$ cat src/rtl/nsf_map.svh
// offsets, field positions, reset values and timing counts for the unit
// assumes inclusion by bare name from the design files
`ifndef NSF_MAP_SVH
`define NSF_MAP_SVH
`define NSF_REG_CTRL     4'h0
`define NSF_REG_STATUS   4'h4
`define NSF_REG_FAULTS   4'h8
`define NSF_REG_DROPS    4'hC
`define NSF_CTRL_EVICT   0
`define NSF_CTRL_RESET   32'h0000_0000
`define NSF_VEC_BYTES    16
`define NSF_LINE_BYTES   64
`define NSF_LINE_CHUNKS  4
`define NSF_DRAIN_NS     64
`define NSF_DRAIN_CYC    ((`NSF_DRAIN_NS + 7) / 8)
`endif

$ cat src/rtl/nsf_pkg.sv
// types shared by the unit's files
// assumes nsf_map.svh on the include path
package nsf_pkg;
  typedef enum logic [2:0] {
    NSF_OP_NONE   = 3'h0,
    NSF_OP_STREAM = 3'h1,
    NSF_OP_PS     = 3'h2,
    NSF_OP_MASKED = 3'h3,
    NSF_OP_LOAD   = 3'h4,
    NSF_OP_SFENCE = 3'h5,
    NSF_OP_LOAD_FENCE = 3'h6
  } nsf_op_e;
  typedef enum logic [1:0] {
    NSF_MT_UC = 2'h0,
    NSF_MT_WC = 2'h1,
    NSF_MT_WB = 2'h2,
    NSF_MT_WT = 2'h3
  } nsf_mtype_e;
  typedef enum logic [1:0] {
    NSF_ST_IDLE  = 2'h0,
    NSF_ST_FENCE = 2'h1,
    NSF_ST_LOAD  = 2'h2
  } nsf_state_e;
endpackage

$ cat src/rtl/nsf_wc_buffer.sv
// one write-combining line buffer with per-byte valid bits
// assumes a single clock; flush handshake with the memory side
`include "nsf_map.svh"
module nsf_wc_buffer
  import nsf_pkg::*;
(
  input  wire logic         clk_i,
  input  wire logic         rst_i,
  input  wire logic         wr_i,
  input  wire logic [31:0]  addr_i,
  input  wire logic [127:0] data_i,
  input  wire logic [15:0]  be_i,
  input  wire logic         flush_i,
  input  wire logic         mem_ack_i,
  output logic              busy_o,
  output logic              hit_o,
  output logic              mem_req_o,
  output logic [31:0]       mem_addr_o,
  output logic [511:0]      mem_data_o,
  output logic [63:0]       mem_be_o
);
  logic [25:0]  tag;
  logic [511:0] line;
  logic [63:0]  bv;
  logic         pend;
  logic [25:0]  next_tag;
  logic [511:0] next_line;
  logic [63:0]  next_bv;
  logic         next_pend;
  logic [1:0]   slot;

  assign slot   = addr_i[5:4];
  assign hit_o  = (|bv) && (tag == addr_i[31:6]);
  // a flush about to start counts as busy, so no foreign line merges in
  assign busy_o = pend || (flush_i && (|bv));

  always_comb begin
    next_tag  = tag;
    next_line = line;
    next_bv   = bv;
    next_pend = pend;
    if (pend && mem_ack_i) begin
      next_pend = 1'b0;
      next_bv   = 64'h0;
    end else if (!pend && flush_i && (|bv)) begin
      next_pend = 1'b1;
    end
    if (wr_i && !pend) begin
      // later writes overwrite the same bytes: only the last survives
      if (!(|bv)) next_tag = addr_i[31:6];
      for (int b = 0; b < `NSF_VEC_BYTES; b++) begin
        if (be_i[b]) begin
          next_line[{slot, 4'h0} * 8 + b * 8 +: 8] = data_i[b*8 +: 8];
          next_bv[{slot, 4'h0} + b] = 1'b1;
        end
      end
    end
  end

  always_ff @(posedge clk_i) begin
    if (rst_i) begin
      tag  <= 26'h0;
      line <= 512'h0;
      bv   <= 64'h0;
      pend <= 1'b0;
    end else begin
      tag  <= next_tag;
      line <= next_line;
      bv   <= next_bv;
      pend <= next_pend;
    end
  end

  assign mem_req_o  = pend;
  assign mem_addr_o = {tag, 6'h0};
  assign mem_data_o = line;
  assign mem_be_o   = bv;
endmodule

$ cat src/rtl/nsf_unit.sv
// streaming store, streaming load and fence ordering unit
// assumes one core request at a time and a line-wide memory port
// Operation
// - aligned packed single store writes sixteen bytes as one unit
// - misaligned packed single store raises protection fault, no write
// - masked store writes a byte only when its mask top bit is set
// - masked store address comes from the destination index register
// - streaming stores may reach memory out of program order
// - streaming store misses never allocate a cache line
// - streaming load returns sixteen bytes; hint only for write-combining
// - write-combining load may fetch a whole line into a private buffer
// - later loads to unread buffered parts are served from that buffer
// - store fence: earlier stores visible before later stores
// - load fence: earlier loads complete before later loads
// - coherent streaming store acts as write-combining store
// - rereading a streamed location returns its single latest value
// - non write-combining cached hit may stay in cache past a fence
// - write-combining reads never fill the caches
// - evict-only policy flushes cached copy whatever the memory type
// - same-line stores merge; repeated bytes keep only final value
// - first-level hit merges in place; second-level hit flushes to memory
//
// Implementation choices: the register offsets and the Wishbone register port.
`include "nsf_map.svh"
module nsf_unit
  import nsf_pkg::*;
(
  input  wire logic         clk_i,
  input  wire logic         rst_i,
  // core side
  input  wire logic         req_valid_i,
  output logic              req_ready_o,
  input  wire logic [2:0]   req_op_i,
  input  wire logic [31:0]  req_addr_i,
  input  wire logic [31:0]  dest_index_i,
  input  wire logic [127:0] req_data_i,
  input  wire logic [127:0] req_mask_i,
  input  wire logic [1:0]   req_mtype_i,
  output logic              rsp_valid_o,
  output logic [127:0]      rsp_data_o,
  output logic              rsp_fault_o,
  // cache probe results for the request address
  input  wire logic         l1_hit_i,
  input  wire logic         l2_hit_i,
  output logic              l1_merge_o,
  output logic [127:0]      l1_merge_data_o,
  output logic [15:0]       l1_merge_be_o,
  output logic              l2_flush_o,
  output logic              fill_inhibit_o,
  // memory side, line wide
  output logic              mem_wr_req_o,
  output logic [31:0]       mem_wr_addr_o,
  output logic [511:0]      mem_wr_data_o,
  output logic [63:0]       mem_wr_be_o,
  input  wire logic         mem_wr_ack_i,
  output logic              mem_rd_req_o,
  output logic [31:0]       mem_rd_addr_o,
  input  wire logic         mem_rd_ack_i,
  input  wire logic [511:0] mem_rd_data_i,
  // wishbone slave
  input  wire logic         wb_cyc_i,
  input  wire logic         wb_stb_i,
  input  wire logic         wb_we_i,
  input  wire logic [3:0]   wb_adr_i,
  input  wire logic [31:0]  wb_dat_i,
  input  wire logic [3:0]   wb_sel_i,
  output logic [31:0]       wb_dat_o,
  output logic              wb_ack_o
);
  nsf_state_e   state;
  nsf_state_e   next_state;
  logic [31:0]  ctrl;
  logic [31:0]  next_ctrl;
  logic [31:0]  faults;
  logic [31:0]  next_faults;
  logic [31:0]  drops;
  logic [31:0]  next_drops;
  logic         ack;
  logic         next_ack;
  logic [31:0]  rdat;
  logic [31:0]  next_rdat;
  logic [511:0] lbuf;
  logic [511:0] next_lbuf;
  logic [25:0]  ltag;
  logic [25:0]  next_ltag;
  logic [3:0]   lunread;
  logic [3:0]   next_lunread;
  logic         rvalid;
  logic         next_rvalid;
  logic [127:0] rdata;
  logic [127:0] next_rdata;
  logic         rfault;
  logic         next_rfault;
  logic [3:0]   dcnt;
  logic [3:0]   next_dcnt;
  logic [31:0]  ld_addr;
  logic [31:0]  next_ld_addr;

  logic         is_store;
  logic [31:0]  st_addr;
  logic [15:0]  st_be;
  logic         st_fault;
  logic         evict;
  logic         wcb_wr;
  logic         wcb_busy;
  logic         wcb_hit;
  logic         wcb_flush;
  logic         wb_req;

  function automatic logic [15:0] mask_to_be(input logic [127:0] m);
    for (int b = 0; b < `NSF_VEC_BYTES; b++) mask_to_be[b] = m[b*8+7];
  endfunction

  function automatic logic is_wc(input logic [1:0] mt);
    is_wc = (mt == NSF_MT_WC);
  endfunction

  assign evict    = ctrl[`NSF_CTRL_EVICT];
  assign is_store = (req_op_i == NSF_OP_STREAM) ||
                    (req_op_i == NSF_OP_PS) ||
                    (req_op_i == NSF_OP_MASKED);
  // masked form takes its address from the destination index register
  assign st_addr  = (req_op_i == NSF_OP_MASKED) ? dest_index_i
                                                 : req_addr_i;
  assign st_be    = (req_op_i == NSF_OP_MASKED) ?
                    mask_to_be(req_mask_i) : 16'hFFFF;
  assign st_fault = (req_op_i == NSF_OP_PS) &&
                    (req_addr_i[3:0] != 4'h0);

  // a new line may only enter once the old one is drained
  assign req_ready_o = (state == NSF_ST_IDLE) &&
                       !((is_store || (req_op_i == NSF_OP_LOAD)) &&
                         wcb_busy);

  // in-place merge only for non write-combining first-level hits
  // and never under the evict-only policy
  assign l1_merge_o = req_valid_i && req_ready_o && is_store &&
                      !st_fault && l1_hit_i && !evict &&
                      !is_wc(req_mtype_i);
  assign l1_merge_data_o = req_data_i;
  assign l1_merge_be_o   = st_be;
  // second-level hits, or any first-level hit not merged in place, push the line out
  assign l2_flush_o = req_valid_i && req_ready_o && is_store &&
                      !st_fault && !l1_merge_o &&
                      (l2_hit_i || l1_hit_i);
  // misses go around the caches; write-combining reads never fill
  assign fill_inhibit_o = (req_valid_i && is_store) ||
                          (state == NSF_ST_LOAD) ||
                          (req_valid_i && is_wc(req_mtype_i));
  assign wcb_wr = req_valid_i && req_ready_o && is_store &&
                  !st_fault && !l1_merge_o;
  // a store to another line forces the old line out first; a load of
  // a line still combining waits until it has reached memory
  assign wcb_flush = (state == NSF_ST_FENCE) ||
                     (req_valid_i && is_store && !wcb_hit) ||
                     (req_valid_i && (req_op_i == NSF_OP_LOAD) &&
                      wcb_hit);
  assign mem_rd_req_o  = (state == NSF_ST_LOAD);
  assign mem_rd_addr_o = {ld_addr[31:6], 6'h0};

  nsf_wc_buffer u_wcb (
    .clk_i      (clk_i),
    .rst_i      (rst_i),
    .wr_i       (wcb_wr),
    .addr_i     (st_addr),
    .data_i     (req_data_i),
    .be_i       (st_be),
    .flush_i    (wcb_flush),
    .mem_ack_i  (mem_wr_ack_i),
    .busy_o     (wcb_busy),
    .hit_o      (wcb_hit),
    .mem_req_o  (mem_wr_req_o),
    .mem_addr_o (mem_wr_addr_o),
    .mem_data_o (mem_wr_data_o),
    .mem_be_o   (mem_wr_be_o)
  );

  function automatic logic wcb_hit_any();
    wcb_hit_any = mem_wr_req_o;
  endfunction

  always_comb begin
    next_state   = state;
    next_lbuf    = lbuf;
    next_ltag    = ltag;
    next_lunread = lunread;
    next_rvalid  = 1'b0;
    next_rdata   = rdata;
    next_rfault  = 1'b0;
    next_faults  = faults;
    next_dcnt    = dcnt;
    next_ld_addr = ld_addr;
    unique case (state)
      NSF_ST_IDLE: begin
        if (req_valid_i && req_ready_o) begin
          if (is_store) begin
            next_rvalid = 1'b1;
            next_rfault = st_fault;
            if (st_fault) next_faults = faults + 32'h1;
          end else if (req_op_i == NSF_OP_LOAD) begin
            if (is_wc(req_mtype_i) && (ltag == req_addr_i[31:6]) &&
                lunread[req_addr_i[5:4]]) begin
              next_rvalid = 1'b1;
              next_rdata  = lbuf[{req_addr_i[5:4], 7'h0} +: 128];
              next_lunread[req_addr_i[5:4]] = 1'b0;
            end else begin
              next_ld_addr = req_addr_i;
              next_state   = NSF_ST_LOAD;
            end
          end else if (req_op_i == NSF_OP_SFENCE) begin
            next_dcnt  = 4'(`NSF_DRAIN_CYC);
            next_state = NSF_ST_FENCE;
          end else if (req_op_i == NSF_OP_LOAD_FENCE) begin
            // loads are blocking here, so earlier ones are done
            next_rvalid = 1'b1;
          end else begin
            next_rvalid = 1'b1;
          end
        end
      end
      NSF_ST_FENCE: begin
        // held until the drain count has run out and the combining line has reached memory
        if (dcnt != 4'h0) next_dcnt = dcnt - 4'h1;
        if (!wcb_busy && !wcb_hit_any() && dcnt == 4'h0) begin
          next_rvalid = 1'b1;
          next_state  = NSF_ST_IDLE;
        end
      end
      NSF_ST_LOAD: begin
        if (mem_rd_ack_i) begin
          next_rvalid = 1'b1;
          next_rdata  = mem_rd_data_i[{ld_addr[5:4], 7'h0} +: 128];
          next_state  = NSF_ST_IDLE;
          if (is_wc(req_mtype_i)) begin
            next_lbuf    = mem_rd_data_i;
            next_ltag    = ld_addr[31:6];
            next_lunread = 4'hF;
            next_lunread[ld_addr[5:4]] = 1'b0;
          end else begin
            next_lunread = 4'h0;
          end
        end
      end
      default: next_state = NSF_ST_IDLE;
    endcase
    // a store to a buffered line makes the stale copy unusable
    if (wcb_wr && (st_addr[31:6] == ltag)) next_lunread = 4'h0;
  end

  always_ff @(posedge clk_i) begin
    if (rst_i) begin
      state   <= NSF_ST_IDLE;
      lbuf    <= 512'h0;
      ltag    <= 26'h0;
      lunread <= 4'h0;
      rvalid  <= 1'b0;
      rdata   <= 128'h0;
      rfault  <= 1'b0;
      faults  <= 32'h0;
      dcnt    <= 4'h0;
      ld_addr <= 32'h0;
    end else begin
      state   <= next_state;
      lbuf    <= next_lbuf;
      ltag    <= next_ltag;
      lunread <= next_lunread;
      rvalid  <= next_rvalid;
      rdata   <= next_rdata;
      rfault  <= next_rfault;
      faults  <= next_faults;
      dcnt    <= next_dcnt;
      ld_addr <= next_ld_addr;
    end
  end

  assign rsp_valid_o = rvalid;
  assign rsp_data_o  = rdata;
  assign rsp_fault_o = rfault;

  // register slave: one-cycle ack, unmapped reads return zero
  assign wb_req = wb_cyc_i && wb_stb_i && !ack;

  always_comb begin
    next_ack   = wb_req;
    next_ctrl  = ctrl;
    next_drops = drops;
    next_rdat  = rdat;
    if (wb_req) begin
      next_rdat = 32'h0;
      unique case (wb_adr_i)
        `NSF_REG_CTRL: begin
          if (wb_we_i && wb_sel_i[0]) next_ctrl = {31'h0, wb_dat_i[0]};
          next_rdat = ctrl;
        end
        `NSF_REG_STATUS:
          next_rdat = {24'h0, lunread, wcb_busy, wcb_hit_any(),
                       state};
        `NSF_REG_FAULTS: next_rdat = faults;
        `NSF_REG_DROPS: begin
          if (wb_we_i) next_drops = 32'h0;
          next_rdat = drops;
        end
        default: next_rdat = 32'h0;
      endcase
    end
    if (l2_flush_o) next_drops = next_drops + 32'h1;
  end

  always_ff @(posedge clk_i) begin
    if (rst_i) begin
      ack   <= 1'b0;
      ctrl  <= `NSF_CTRL_RESET;
      drops <= 32'h0;
      rdat  <= 32'h0;
    end else begin
      ack   <= next_ack;
      ctrl  <= next_ctrl;
      drops <= next_drops;
      rdat  <= next_rdat;
    end
  end

  assign wb_ack_o = ack;
  assign wb_dat_o = rdat;
endmodule

$ cat config.mk
export PLATFORM = sky130hd
export DESIGN_NAME = nsf_unit
export DESIGN_NICKNAME = d
export VERILOG_FILES = /design/src/rtl/nsf_pkg.sv /design/src/rtl/nsf_wc_buffer.sv /design/src/rtl/nsf_unit.sv
export VERILOG_INCLUDE_DIRS = /design/src /design/src/rtl
export SDC_FILE = /design/constraint.sdc
export NUM_CORES = 2
export LEC_CHECK = 0
export BUFFER_PORTS_ARGS = -buffer_cell sky130_fd_sc_hd__buf_2
export CORE_AREA = 10 10 716 718
export CTS_CLUSTER_SIZE = 10
export DETAILED_ROUTE_END_ITERATION = 6
export DIE_AREA = 0 0 726 728
export GPL_ROUTABILITY_DRIVEN = 0
export PLACE_DENSITY = 0.33
export SETUP_SLACK_MARGIN = 0.05
export SYNTH_ARGS = -nofsm -noshare
export SYNTH_HDL_FRONTEND = slang
export SYNTH_SLANG_ARGS = --single-unit
$ cat constraint.sdc
create_clock -name clk_i -period 3.95 [get_ports clk_i]
set_input_delay 0.1975 -clock clk_i [delete_from_list [all_inputs] [get_ports clk_i]]
set_output_delay 0.1975 -clock clk_i [all_outputs]
set_load 0.03 [all_outputs]
==> summary.txt <==
Placement
  – Post-Place Cells: approximately 15,000
  – Detailed placement HPWL: ~330,000 µm
  – IO buf count: ~1,700

Yosys
  – Synthesized cell area: roughly 65,000 µm²
  – Top-area cell type share of the netlist area: between 40% and 50%
  – Post-synth top flop: dfxtp_1
  – Area leader, netlist: dfxtp_1
  – Seq cells post-synth: about 1,400
  – Number of enable flip-flop cells after synthesis: 0
  – Synth unique cells: 74
  – Area contributors post-synth: dfxtp_1 44%, a21oi_1 9.0%, mux4_2 9.0%
  – Yosys warns: 0
  – Post-synth ARST share: 0%
  – Sequential area share after synthesis: a little over two fifths
  – Synthesized instance count: 7,211
  – Mean post-synth cell area: ~9.0 µm²

Global routing
  – Initial antenna violation count: ~130
  – Largest net degree at the start of global routing: ~160
  – Gr busiest metal: met2
  – Met1 Use GR: 16.6%
  – Grt ovf: 0
  – First-pass GRT wire length: 570,000 µm
  – Vias in the first global route: approximately 65,000
  – Routing usage on met2: 28.9%
  – GR Util met3: approximately 3.4%
  – All-layer global routing usage: between 15 and 20%

STA
  – Pins Over Slew Limit: 0
  – Min Clock Period, post-route: about 3.8 ns
  – Final Cycle Share: approximately 96%
  – Fmax: 0.265 GHz
  – Slew headroom: between 20 and 25%
  – Finish-stage setup viols: 0
  – Layout Skew: 0.130 ns
  – Final hold violations: 0
  – Unrepaired setup endpoints after global routing: true
  – Actual transition at the worst max-transition pin: around 1.2 ns

Detailed routing
  – DR vias/cell: approximately 3.9
  – WL final: about 420,000 µm
  – Wire length per cell: ~26 µm
  – Drt pass-1 iters: 5
  – DRC Markers: 0
  – Initial DRC count: 4,016
  – Via Count: about 64,000
  – Routed Antenna Nets: 0

Pwr
  – Worst VDD drop: between 0.0003 and 0.0004 V
  – Tot Pwr: 36.9 mW
  – Leakage: between 30 and 40 nW
  – PwrDens: 378 nW/µm²

Clocking
  – TritonCTS clock tree: done
  – Num CTS Buffers: ~190
  – Clock Tree Root: clkbuf_16
  – H-tree depth: 4
  – Clk sinks: 1,407
  – Clock transition at path regs: around 0.060 ns
  – CTS Buffer Depth: 4
  – Clock latency at the later pin of the worst-skew pair: 0.95 ns

Floorplanning
  – Starting Density: between 10% and 20%
  – IO Count: between 1,500 and 2,000
  – Core ar.: slightly below 500,000 µm²
  – # rows: approximately 260
  – Chip Width: 726 µm
  – Die height: ~730 µm
  – Die area: around 530,000 µm²

Status
  – Outcome: finished, final reports clean

Hold path
  – Hold Crit Class: in -> reg

Final layout
  – Final Non-Filler Cells: 16,400
  – Commonest non-fill, non-tap cell in the layout: buf_2
  – Layout area overhead: 50.9%
  – Most frequent cells in the layout: 1,671 x buf_2, 1,399 x dfxtp_1, 1,260 x nand2_1
  – Final nets: 10,500
  – Layout cell share with drive strength beyond 1: 29.6%

Worst setup path
  – Required @ worst endpoint: around 3.8 ns
  – Crit path DAT: approximately 3.6 ns
  – CP Class: reg -> out
  – Crit. End Element: output port
  – Critical path peak fanout: 5
  – Startpoint types: flip-flop

Run
  – Max Cap Violations: 0
-- critical path: stages (launching register included) --
cell	delay, ns
dfxtp_1	0.35
nor4_4	0.35
nand4_1	0.22
nor4_4	0.39
buf_12	0.20
a21oi_4	0.05
nand4_4	0.18
buf_6	0.12
o21a_1	0.15
buf_4	0.13
o21ai_2	0.04
a21o_1	0.20
buf_12	0.15
buf_8	0.13
-- cell families (layout without fill, tap and decap cells) --
logic type / after synthesis / count (layout) / synth area share [%]
xor+xnor: 70 / 70 / 0.950
other cells: 1 / 80 / 0.00581
mux: 449 / 449 / 12.0
flops: 1407 / 1407 / 43.6
buf+inv: 802 / 3296 / 6.13
simple gates: 2950 / 2950 / 23.2
compound gates: 1521 / 1521 / 13.9
fa+ha+maj: 11 / 11 / 0.213
-- stage by stage --
stage                     hold WS, ns  TNS [ns]  instance area, µm²  util, %  setup WS [ns]
after floorplan                 0.333         0               64600        -          0.577
after global placement          0.440    -13.37               82100     16.5         -0.130
after detailed placement        0.443    -29.46               82100     16.5         -0.193
after CTS                    0.000287   -0.0599               97200     19.6        -0.0335
after global routing           0.0378    -0.181               97400     19.6        -0.0753
final                          0.0924         0               97400     19.6          0.174
-- synthesized netlist by cell type (35+ instances only) --
master / instances
xor2_1: 38
dfxtp_1: 1407
buf_2: 66
buf_1: 42
a211oi_2: 120
mux4_2: 257
clkbuf_1: 458
o21ai_0: 91
nor4_4: 49
buf_4: 172
nor2_1: 174
a211oi_1: 35
nand2_1: 1262
a21oi_1: 1159
nand2b_1: 557
nor3_1: 143
mux2i_1: 173
nand3_1: 546
-- registers in the layout (all words and copies together), names as in the netlist, 26 cells and up --
| name | count |
|---|---|
| wb_dat_o | 32 |
| drops | 32 |
| lbuf | 512 |
| u_wcb.mem_be_o | 64 |
| ld_addr | 28 |
| u_wcb.mem_data_o | 512 |
| rsp_data_o | 128 |
| u_wcb.tag | 26 |
| ltag | 26 |
| faults | 32 |
-- metal layers --
layer  routed length, µm  vias up
met3               23300      539
met5                 154        -
li1                    -    29900
met4               13900       24
met1              161000    31700
met2              224000     1862
-- layout make-up --
cell class	instances	area, µm²
clock inverters	50	538
fillers	55600	400000
diodes	68	170
multi-input cells	5013	32900
clock buffers	293	5690
inverters	35	139
repair buffers	2918	21500
flip-flops and latches	1407	28200
well taps	6655	8330
-- where the power goes --
part	switching (mW)	internal, mW	leakage [nW]	total (mW)
Sequential	0.103	14.3	11.3	14.4
Combinational	2.99	1.84	20.4	4.83
Clock	7.51	10.1	3.06	17.6
Total	10.6	26.3	34.8	36.9
-- final timing paths --
path	start	to	slack (ns)	depth (start not counted)
max	u_wcb.mem_be_o[3]	req_ready_o	0.17	13
max reg2reg	u_wcb.mem_be_o[3]	u_wcb.mem_data_o[338]	0.28	14
min	req_mask_i[31]	u_wcb.mem_be_o[51]	0.09	5
min reg2reg	lbuf[205]	lbuf[205]	0.45	2
-- timing repair --
item                       4_1_cts  5_1_grt
buffers inserted                 7        4
hold buffers                   867        0
setup endpoints to repair       40       20
pin swaps                       11        9
hold endpoints to repair      1265        0
gates resized for setup         40       11
(Power assumes the default switching activity.)
